`config.mk`:
```
export PLATFORM = sky130hd
export DESIGN_NAME = tape_function_sequencer
export DESIGN_NICKNAME = d
export VERILOG_FILES = /design/src/core/tape_seq_pkg.sv /design/src/core/tape_function_sequencer.sv
export SDC_FILE = /design/constraint.sdc
export NUM_CORES = 1
export LEC_CHECK = 0
export BUFFER_PORTS_ARGS = -buffer_cell sky130_fd_sc_hd__buf_2
export CAP_MARGIN = 20
export CORE_MARGIN = 10
export CORE_UTILIZATION = 36
export DETAILED_ROUTE_END_ITERATION = 10
export PLACE_DENSITY_LB_ADDON = 0.15
export SYNTH_ARGS = -nofsm -noshare
export SYNTH_HDL_FRONTEND = slang
export SYNTH_SLANG_ARGS = --single-unit
```
`constraint.sdc`:
```
create_clock -name clk -period 3.65 [get_ports clk]
set_clock_uncertainty 0.1 [all_clocks]
set_input_delay 0.1825 -clock clk [delete_from_list [all_inputs] [get_ports clk]]
set_output_delay 0.1825 -clock clk [all_outputs]
set_load 0.1 [all_outputs]
```
`src/core/tape_seq_pkg.sv`:
```
// Shared constants and types for the tape function sequencer
package tape_seq_pkg;

    // ----------------------------------------
    // Register map and bus
    // ----------------------------------------
    localparam int ADR_W = 4;
    localparam logic [ADR_W-1:0] ADR_CTRL = 4'h0;
    localparam logic [ADR_W-1:0] ADR_STATUS = 4'h4;
    localparam logic [ADR_W-1:0] ADR_WC = 4'h8;
    localparam logic [ADR_W-1:0] ADR_CHECK = 4'hC;

    // ----------------------------------------
    // Control word fields
    // ----------------------------------------
    localparam int CTRL_W = 18;
    localparam logic [CTRL_W-1:0] CTRL_RST = 18'h0_0000;
    localparam int DIR_BIT = 3;
    localparam int GO_BIT = 4;
    localparam int MODE_BIT = 5;
    localparam int FN_LSB = 6;
    localparam int IE_BIT = 9;

    // ----------------------------------------
    // Status word fields
    // ----------------------------------------
    localparam int ST_EF = 0;
    localparam int ST_ERR_LSB = 1;
    localparam int ST_DTF = 11;

    // ----------------------------------------
    // Check character
    // ----------------------------------------
    localparam int CHK_W = 6;
    localparam logic [CHK_W-1:0] CHK_SEED = 6'h00;

    typedef enum logic [2:0] {
        FN_MOVE = 3'h0,
        FN_SEARCH = 3'h1,
        FN_READ = 3'h2,
        FN_RAW_READ = 3'h3,
        FN_WRITE = 3'h4,
        FN_RAW_WRITE = 3'h5,
        FN_TIMING_MARK = 3'h6,
        FN_UNUSED = 3'h7
    } fn_e;

    typedef enum logic [2:0] {
        ST_IDLE = 3'b001,
        ST_XFER = 3'b010,
        ST_TAIL = 3'b100
    } seq_e;

    // Error indicators in status bit order, msb first
    typedef struct packed {
        logic timing;
        logic parity;
        logic select;
        logic end_zone;
        logic mark;
    } err_s;

endpackage : tape_seq_pkg

```
`src/core/tape_function_sequencer.sv`:
```
// Tape function sequencer with classic Wishbone register slave
//
// The Wishbone interface to the registers and the register addresses were decided locally.
`timescale 1ns/10ps
module tape_function_sequencer
    import tape_seq_pkg::*;
#(
    parameter int WORD_W = 18
) (
    input wire logic clk,
    input wire logic resetn,
    input wire logic [ADR_W-1:0] wb_adr_i,
    input wire logic [31:0] wb_dat_i,
    output logic [31:0] wb_dat_o,
    input wire logic wb_we_i,
    input wire logic [3:0] wb_sel_i,
    input wire logic wb_cyc_i,
    input wire logic wb_stb_i,
    output logic wb_ack_o,
    input wire logic word_strobe,
    input wire logic block_end,
    input wire logic [WORD_W-1:0] tape_word,
    input wire logic mark_bad,
    input wire logic data_area,
    input wire logic end_zone,
    input wire logic parity_fail,
    input wire logic unit_dup,
    input wire logic unit_locked,
    input wire logic unit_offline,
    input wire logic timing_mark_write_setting_switch,
    input wire logic [WORD_W-1:0] dch_word,
    output logic motion_on,
    output logic dir_fwd,
    output logic write_on,
    output logic timing_gen,
    output logic wr_valid,
    output logic [WORD_W-1:0] wr_word,
    output logic [WORD_W/3-1:0] wr_mark,
    output logic dch_req,
    output logic [WORD_W-1:0] dch_rdata,
    output logic int_req,
    output logic err_skip,
    output logic done_skip
);

    // ----------------------------------------
    // Elaboration checks
    // ----------------------------------------
    generate
        if (WORD_W != 18) begin : g_bad_width
            $error("WORD_W must be 18: fields and six-bit groups assume it");
        end
    endgenerate

    // ----------------------------------------
    // Functions
    // ----------------------------------------
    function automatic logic [31:0] byte_mask(input logic [3:0] sel);
        logic [31:0] m;
        m = 32'h0000_0000;
        for (int i = 0; i < 4; i++) begin
            m[i*8 +: 8] = {8{sel[i]}};
        end
        return m;
    endfunction : byte_mask

    function automatic logic is_write(input fn_e f);
        return (f == FN_WRITE) || (f == FN_RAW_WRITE) || (f == FN_TIMING_MARK);
    endfunction : is_write

    function automatic logic [CHK_W-1:0] fold6(input logic [WORD_W-1:0] w);
        logic [CHK_W-1:0] c;
        c = 6'h00;
        for (int i = 0; i < WORD_W / CHK_W; i++) begin
            c = c ^ w[i*CHK_W +: CHK_W];
        end
        return c;
    endfunction : fold6

    function automatic logic [WORD_W/3-1:0] mark_bits(input logic [WORD_W-1:0] w);
        logic [WORD_W/3-1:0] m;
        m = '0;
        for (int i = 0; i < WORD_W / 3; i++) begin
            m[i] = w[3*i];
        end
        return m;
    endfunction : mark_bits

    // ----------------------------------------
    // State
    // ----------------------------------------
    logic [CTRL_W-1:0] ctrl_reg, ctrl_next;
    logic [WORD_W-1:0] wc_reg, wc_next;
    err_s err_reg, err_next;
    logic dtf_reg, dtf_next;
    seq_e state_reg, state_next;
    logic heads_off_reg, heads_off_next;
    logic ovf_blk_reg, ovf_blk_next;
    logic first_reg, first_next;
    logic [CHK_W-1:0] chk_reg, chk_next;
    logic motion_reg, motion_next;
    logic dir_reg, dir_next;
    logic write_on_reg, write_on_next;
    logic timing_reg, timing_next;
    logic wr_valid_reg, wr_valid_next;
    logic [WORD_W-1:0] wr_word_reg, wr_word_next;
    logic [WORD_W/3-1:0] wr_mark_reg, wr_mark_next;
    logic dch_req_reg, dch_req_next;
    logic [WORD_W-1:0] dch_rdata_reg, dch_rdata_next;
    logic int_req_reg, int_req_next;
    logic err_skip_reg, err_skip_next;
    logic done_skip_reg, done_skip_next;
    logic ack_reg, ack_next;
    logic [31:0] dat_reg, dat_next;

    // ----------------------------------------
    // Bus decode
    // ----------------------------------------
    logic access, wr_take, load, sts_wr, wc_wr, dtf_clr;
    logic [31:0] wmask, ctrl_wval, wc_wval;
    logic [4:0] err_clr;
    fn_e fn, new_fn;
    logic go, single, xfer_fn, xfer_word, tail_word, blk, running, wc_ovf, halt;
    logic e_mark, e_eot, e_sel, e_par, e_tim;
    logic [WORD_W-1:0] wc_inc;

    assign access = wb_cyc_i & wb_stb_i;
    // Writes land on the edge that the master sees ack
    assign wr_take = access & wb_we_i & ack_reg;
    assign wmask = byte_mask(wb_sel_i);
    assign load = wr_take & (wb_adr_i == ADR_CTRL);
    assign sts_wr = wr_take & (wb_adr_i == ADR_STATUS);
    assign wc_wr = wr_take & (wb_adr_i == ADR_WC);
    assign ctrl_wval = (32'(ctrl_reg) & ~wmask) | (wb_dat_i & wmask);
    assign wc_wval = (32'(wc_reg) & ~wmask) | (wb_dat_i & wmask);
    assign dtf_clr = sts_wr & wmask[ST_DTF] & wb_dat_i[ST_DTF];
    assign err_clr = {5{sts_wr}} & wmask[ST_ERR_LSB +: 5] & wb_dat_i[ST_ERR_LSB +: 5];
    assign new_fn = fn_e'(ctrl_wval[FN_LSB +: 3]);
    assign fn = fn_e'(ctrl_reg[FN_LSB +: 3]);

    // ----------------------------------------
    // Sequencer events
    // ----------------------------------------
    assign go = ctrl_reg[GO_BIT];
    assign single = ~ctrl_reg[MODE_BIT];
    assign running = go & (state_reg != ST_IDLE) & ~load;
    assign xfer_fn = (fn == FN_READ) | (fn == FN_RAW_READ) | is_write(fn);
    assign xfer_word = word_strobe & running & (state_reg == ST_XFER) & xfer_fn;
    assign tail_word = word_strobe & running & (state_reg == ST_TAIL);
    assign blk = block_end & running & ((fn == FN_READ) | (fn == FN_WRITE));
    assign wc_inc = wc_reg + 1'b1;
    assign wc_ovf = (wc_inc == '0);

    // All marks decoded except in move and timing/mark write
    assign e_mark = word_strobe & running & mark_bad
        & (fn != FN_MOVE) & (fn != FN_TIMING_MARK);
    assign e_eot = end_zone & running & (ctrl_reg[DIR_BIT] == dir_reg);
    assign e_sel = load & ((new_fn == FN_UNUSED) | unit_dup | unit_offline
        | (is_write(new_fn) & unit_locked)
        | ((new_fn == FN_TIMING_MARK) != timing_mark_write_setting_switch));
    assign e_par = blk & (fn == FN_READ) & parity_fail;
    assign e_tim = (load & ((new_fn == FN_READ) | (new_fn == FN_WRITE)) & data_area)
        | (xfer_word & single & dtf_reg & ~dtf_clr
           & ((fn == FN_RAW_READ) | (fn == FN_RAW_WRITE)))
        | (xfer_word & single & first_reg & dtf_reg & ~dtf_clr
           & ((fn == FN_READ) | (fn == FN_WRITE)))
        | (tail_word & single & (fn == FN_TIMING_MARK));
    // Parity alone lets the tape run on
    assign halt = e_mark | e_eot | e_sel | e_tim;

    // ----------------------------------------
    // Sequencer next state
    // ----------------------------------------
    always_comb begin
        ctrl_next = ctrl_reg;
        wc_next = wc_reg;
        err_next = err_reg;
        dtf_next = dtf_reg;
        state_next = state_reg;
        heads_off_next = heads_off_reg;
        ovf_blk_next = ovf_blk_reg;
        first_next = first_reg;
        chk_next = chk_reg;
        dir_next = dir_reg;
        wr_valid_next = 1'b0;
        wr_word_next = wr_word_reg;
        wr_mark_next = wr_mark_reg;
        dch_req_next = 1'b0;
        dch_rdata_next = dch_rdata_reg;
        // Clear first so a hardware set in the same cycle wins
        if (dtf_clr) begin
            dtf_next = 1'b0;
        end
        if (load) begin
            ctrl_next = ctrl_wval[CTRL_W-1:0];
            state_next = ctrl_wval[GO_BIT] ? ST_XFER : ST_IDLE;
            heads_off_next = 1'b0;
            ovf_blk_next = 1'b0;
            first_next = 1'b1;
            chk_next = CHK_SEED;
            if (!go) begin
                dir_next = ctrl_wval[DIR_BIT];
            end
        end
        if (wc_wr) begin
            wc_next = wc_wval[WORD_W-1:0];
        end
        if (word_strobe) begin
            first_next = 1'b0;
        end
        if (xfer_word) begin
            // Counter steps before each word; overflow ends word moves
            wc_next = wc_inc;
            dch_req_next = 1'b1;
            if (wc_ovf) begin
                state_next = ST_TAIL;
                ovf_blk_next = 1'b1;
            end
            if (is_write(fn)) begin
                wr_valid_next = 1'b1;
                wr_word_next = dch_word;
                wr_mark_next = mark_bits(dch_word);
                chk_next = chk_reg ^ fold6(dch_word);
            end else begin
                dch_rdata_next = tape_word;
            end
            if ((fn != FN_READ) && (fn != FN_WRITE) && (single || wc_ovf)) begin
                dtf_next = 1'b1;
            end
        end
        if (tail_word) begin
            if (fn == FN_RAW_WRITE) begin
                heads_off_next = 1'b1;
            end else if ((fn == FN_WRITE) || (fn == FN_TIMING_MARK)) begin
                wr_valid_next = ~heads_off_reg;
                wr_word_next = '0;
                wr_mark_next = '0;
            end
        end
        if (blk) begin
            first_next = 1'b1;
            ovf_blk_next = 1'b0;
            chk_next = CHK_SEED;
            if (fn == FN_WRITE) begin
                wr_valid_next = ~heads_off_reg;
                wr_word_next = {{(WORD_W-CHK_W){1'b0}}, chk_reg};
                if (ovf_blk_reg) begin
                    heads_off_next = 1'b1;
                end
            end
            if (single || ovf_blk_reg) begin
                dtf_next = 1'b1;
            end
        end
        // Hardware set wins over a software clear in the same cycle
        err_next = err_s'(err_reg & ~err_clr);
        err_next.mark = err_next.mark | e_mark;
        err_next.end_zone = err_next.end_zone | e_eot;
        err_next.select = err_next.select | e_sel;
        err_next.parity = err_next.parity | e_par;
        err_next.timing = err_next.timing | e_tim;
        if (halt) begin
            ctrl_next[GO_BIT] = 1'b0;
            state_next = ST_IDLE;
            dtf_next = dtf_reg & ~dtf_clr;
        end
        motion_next = ctrl_next[GO_BIT];
        write_on_next = ctrl_next[GO_BIT] & (state_next != ST_IDLE)
            & is_write(fn_e'(ctrl_next[FN_LSB +: 3])) & ~heads_off_next;
        timing_next = ctrl_next[GO_BIT] & (state_next != ST_IDLE)
            & (fn_e'(ctrl_next[FN_LSB +: 3]) == FN_TIMING_MARK);
        // Enable bit gates the request, never the flags themselves
        int_req_next = ctrl_next[IE_BIT] & (dtf_next | (|err_next));
        err_skip_next = |err_next;
        done_skip_next = dtf_next;
    end

    always_ff @(posedge clk or negedge resetn) begin
        if (!resetn) begin
            ctrl_reg <= CTRL_RST;
            wc_reg <= '0;
            err_reg <= '0;
            dtf_reg <= 1'b0;
            state_reg <= ST_IDLE;
            heads_off_reg <= 1'b0;
            ovf_blk_reg <= 1'b0;
            first_reg <= 1'b1;
            chk_reg <= CHK_SEED;
            motion_reg <= 1'b0;
            dir_reg <= 1'b0;
            write_on_reg <= 1'b0;
            timing_reg <= 1'b0;
            wr_valid_reg <= 1'b0;
            wr_word_reg <= '0;
            wr_mark_reg <= '0;
            dch_req_reg <= 1'b0;
            dch_rdata_reg <= '0;
            int_req_reg <= 1'b0;
            err_skip_reg <= 1'b0;
            done_skip_reg <= 1'b0;
        end else begin
            ctrl_reg <= ctrl_next;
            wc_reg <= wc_next;
            err_reg <= err_next;
            dtf_reg <= dtf_next;
            state_reg <= state_next;
            heads_off_reg <= heads_off_next;
            ovf_blk_reg <= ovf_blk_next;
            first_reg <= first_next;
            chk_reg <= chk_next;
            motion_reg <= motion_next;
            dir_reg <= dir_next;
            write_on_reg <= write_on_next;
            timing_reg <= timing_next;
            wr_valid_reg <= wr_valid_next;
            wr_word_reg <= wr_word_next;
            wr_mark_reg <= wr_mark_next;
            dch_req_reg <= dch_req_next;
            dch_rdata_reg <= dch_rdata_next;
            int_req_reg <= int_req_next;
            err_skip_reg <= err_skip_next;
            done_skip_reg <= done_skip_next;
        end
    end

    // ----------------------------------------
    // Wishbone answer
    // ----------------------------------------
    always_comb begin
        ack_next = access & ~ack_reg;
        dat_next = 32'h0000_0000;
        if (access && !ack_reg && !wb_we_i) begin
            case (wb_adr_i)
                ADR_CTRL: dat_next = 32'(ctrl_reg);
                ADR_STATUS: dat_next = {20'h0_0000, dtf_reg, 5'h00, err_reg, |err_reg};
                ADR_WC: dat_next = 32'(wc_reg);
                ADR_CHECK: dat_next = 32'(chk_reg);
                default: dat_next = 32'h0000_0000;
            endcase
        end
    end

    always_ff @(posedge clk or negedge resetn) begin
        if (!resetn) begin
            ack_reg <= 1'b0;
            dat_reg <= 32'h0000_0000;
        end else begin
            ack_reg <= ack_next;
            dat_reg <= dat_next;
        end
    end

    assign wb_ack_o = ack_reg;
    assign wb_dat_o = dat_reg;
    assign motion_on = motion_reg;
    assign dir_fwd = dir_reg;
    assign write_on = write_on_reg;
    assign timing_gen = timing_reg;
    assign wr_valid = wr_valid_reg;
    assign wr_word = wr_word_reg;
    assign wr_mark = wr_mark_reg;
    assign dch_req = dch_req_reg;
    assign dch_rdata = dch_rdata_reg;
    assign int_req = int_req_reg;
    assign err_skip = err_skip_reg;
    assign done_skip = done_skip_reg;
endmodule : tape_function_sequencer

```
==> results.txt <==
The overall via count from detail_route came out at 5429. In this run the worst hold path is classified as in2reg. Of the synthesized area, sequential elements account for 49.6%. The most frequent standard cell in the layout excluding fill and tap cells is buf_2. The number of global-route vias before repair is 5641. The ratio of total power to cell area is 435 nW/µm². The post-synthesis area per instance is 10.1 µm².

Clock tree synthesis inserted a total of 17 buffers. STA classifies the critical path endpoint as a flip-flop. The mapped cell area is 6160 µm².

The count of pins on the block boundary is 175. After the last flow step, the layout net total stands at 897. The initial utilization of the core area, before any placement, comes to 36.9%. The horizontal extent of the die came out at 151 µm.

The flow ran to the end, and the final reports show no timing, DRC or antenna violations. The count of buffer and inverter cells on the critical path is 0. The area growth from synthesis to layout is 32.8%. The die covers 22700 µm². The overall global routing resource usage is 17.1%. TritonCTS built the clock tree. Of all flip-flops after synthesis, the portion carrying an async set or reset was 100%.

The initial antenna violation count came out at 0. The fraction of layout cells with a size suffix above 1 came out at 29.6%. The clock transition time at the flip-flop clock pins of the worst setup and hold paths is 0.06 ns.

The synthesized design contains 122 register bits. The critical path start-end classification is reg2reg. The count of buffers inserted at the top-level ports is 145. The count of placed standard cells including taps came out at 951. The repair_antennas step left the layout with diodes totalling 0. The final RePlAce weighted congestion came out at 0.896. The top fanout value on the critical path is 9. The leftover overflow at the end of global routing came out at 0. The end-of-flow core utilization came out at 49.0%. The number of endpoints with negative hold slack in the final report came out at 0.

The count of warnings emitted by yosys is 0. At the later pin of the worst-skew pair, clock insertion delay measures 0.42 ns. The global-route wire length before repair is 30600 µm. The number of max-slew violations in the final report is 0. At the pin with the least slew margin, the transition time is 0.872 ns. The distinct cell type count after synthesis is 67. The number of DRC markers after the initial detailed-route iteration is 338. Once placement finished, the instance area stood at 7030 µm². The H-tree was split into 4 levels. The number of standard cells in the layout, taps in and fillers out came out at 1038.

The register cell area after layout came out at 3060 µm². Leaving out fill and tap cells, the most frequent cells in the layout are buf_2 (144), dfrtp_1 (120), nand2_1 (81), nor2_1 (60), dlygate4sd3_1 (55). The iteration count of the initial detailed-routing pass came out at 5.

The HPWL after detailed placement is 14500 µm. In this run the clock root is driven by a clkbuf_16. The routed design has 19500 µm of wire. Counting flops with a built-in enable in the synthesized netlist gives 0. The static leakage came out at 0.00399 µW.

The maximum ir drop on the vdd rail came out at 332 µV. The data arrival at the endpoint of the critical path is 3.32 ns. In the synthesized netlist the dominant register cell turns out to be dfrtp_1.

The final instance area is 8180 µm². The count of fill cells added during filler insertion is 1631. On the worst path, the slowest cell contributes a delay of 0.59 ns. The minimum clock period is 3.12 ns. The placement row count is 47. The max-cap violation count is 0. The count of final setup violators is 0. The startpoint kind of the worst setup timing path is a flip-flop. The average routed wire per standard cell came out at 18.8 µm. The largest buffer count on any clock path came out at 2.

Setup repair after global routing left no endpoint under its margin. The number of gates resized after CTS was 0. The total core area is 16700 µm². After detailed routing, the number of remaining DRC violations is 0. In this run the remaining antenna-violating nets after routing total 0. Measured against its own limit, the worst slew margin works out to 41.7%. The synthesized netlist cell count is 613. The combined area of the multi-input logic cells is 2850 µm². The final cycle utilization of the critical path is 85.5%. The endpoint required time on the critical path came out at 3.85 ns. The highest clock frequency the design can meet is 0.320 GHz.

The number of vias per cell after detailed routing is 5.23. Grouping stages by cell kind, the critical path spends the most delay in compound AO/OA/AOI/OAI gates. The slowest stage of the critical path belongs to the cell or4_4. The largest net degree at the start of global routing came out at 57. The critical path goes through ha_1 -> nand4_1 -> nor2_2 -> o2111ai_1 -> a211o_1 -> or4_4 -> a21oi_4 -> a311oi_2 -> a2111oi_2. The number of sinks driven by the clock tree came out at 122. The die boundary height is 151 µm. The total negative slack for setup checks came out at 0 ns.
## final cells by class
type	count	area share, %
flip-flops and latches	122	37.4
clock buffers	23	5.97
clock inverters	9	1.38
multi-input cells	443	34.8
repair buffers	212	16.7
well taps	220	3.36
inverters	9	0.413
## synth_stat cells (all sizes together), types with 7 or more instances
cell type | n | area [µm²]
and4 | 8 | 71.3
nand2 | 81 | 304
mux2 | 33 | 372
xor2 | 8 | 70.1
dfrtp | 120 | 3000
buf | 33 | 203
nor2 | 61 | 231
clkbuf | 19 | 71.3
mux2i | 11 | 110
o21ai | 26 | 130
nand4 | 15 | 109
and3 | 7 | 43.8
a21oi | 44 | 231
nor2b | 8 | 50.1
xnor2 | 16 | 140
inv | 9 | 33.8
a22oi | 13 | 97.6
nand3 | 14 | 70.1
## where the power goes
part,total (µW),switching (µW),internal (µW)
combinational,422,281,140
sequential,1440,53.3,1390
clock,1690,615,1080
## worst paths after layout
path	start	end	slack [ns]	depth (start not counted)
min	wb_dat_i[3]	ctrl_reg[3]	0.01	2
max	flip-flop	write_on	0.53	9
min reg2reg	heads_off_reg	wr_valid	0.37	1
min in group asynchronous	resetn	wb_dat_o[10]	0.28	2
max in group asynchronous	resetn	chk_reg[3]	2.29	3
max reg2reg	flip-flop	write_on	0.53	9
## metrics by stage
stage / total power [µW] / worst slack [ns] / hold slack [ns]
6_report: 3560 / 0.530 / 0.0146
5_1_grt: 3680 / 0.287 / 0.0143
4_1_cts: 3580 / 0.532 / 0.00310
3_5_place_dp: 1840 / 0.520 / 0.200
3_3_place_gp: 1840 / 0.584 / 0.184
2_1_floorplan: 1710 / 0.615 / -0.213
## cells by family (layout without fill, tap and decap cells)
logic type | after synthesis | after routing | synth area share (%)
AO/OA/AOI/OAI | 136 | 136 | 14.7
XOR/XNOR | 24 | 24 | 3.41
adder cells (fa/ha/maj) | 1 | 1 | 0.203
buffers and inverters | 61 | 253 | 5.00
flip-flops | 122 | 122 | 49.6
multiplexers | 49 | 49 | 9.65
other | 1 | 14 | 0.0609
AND/OR/NAND/NOR | 219 | 219 | 17.4
## timing repair
item,in CTS,in global routing
endpoints found under the hold margin,115,0
hold buffers,55,0
setup endpoints to repair,0,0
setup buffers,0,0
## layer usage
metal	GRT usage, %	vias up	wire, µm
met4	4.28	0	187
met2	27.7	181	9310
met3	5.01	17	1370
li1	-	2548	-
met5	0	-	0
met1	22.0	2683	8680
(Power assumes the default switching activity.)
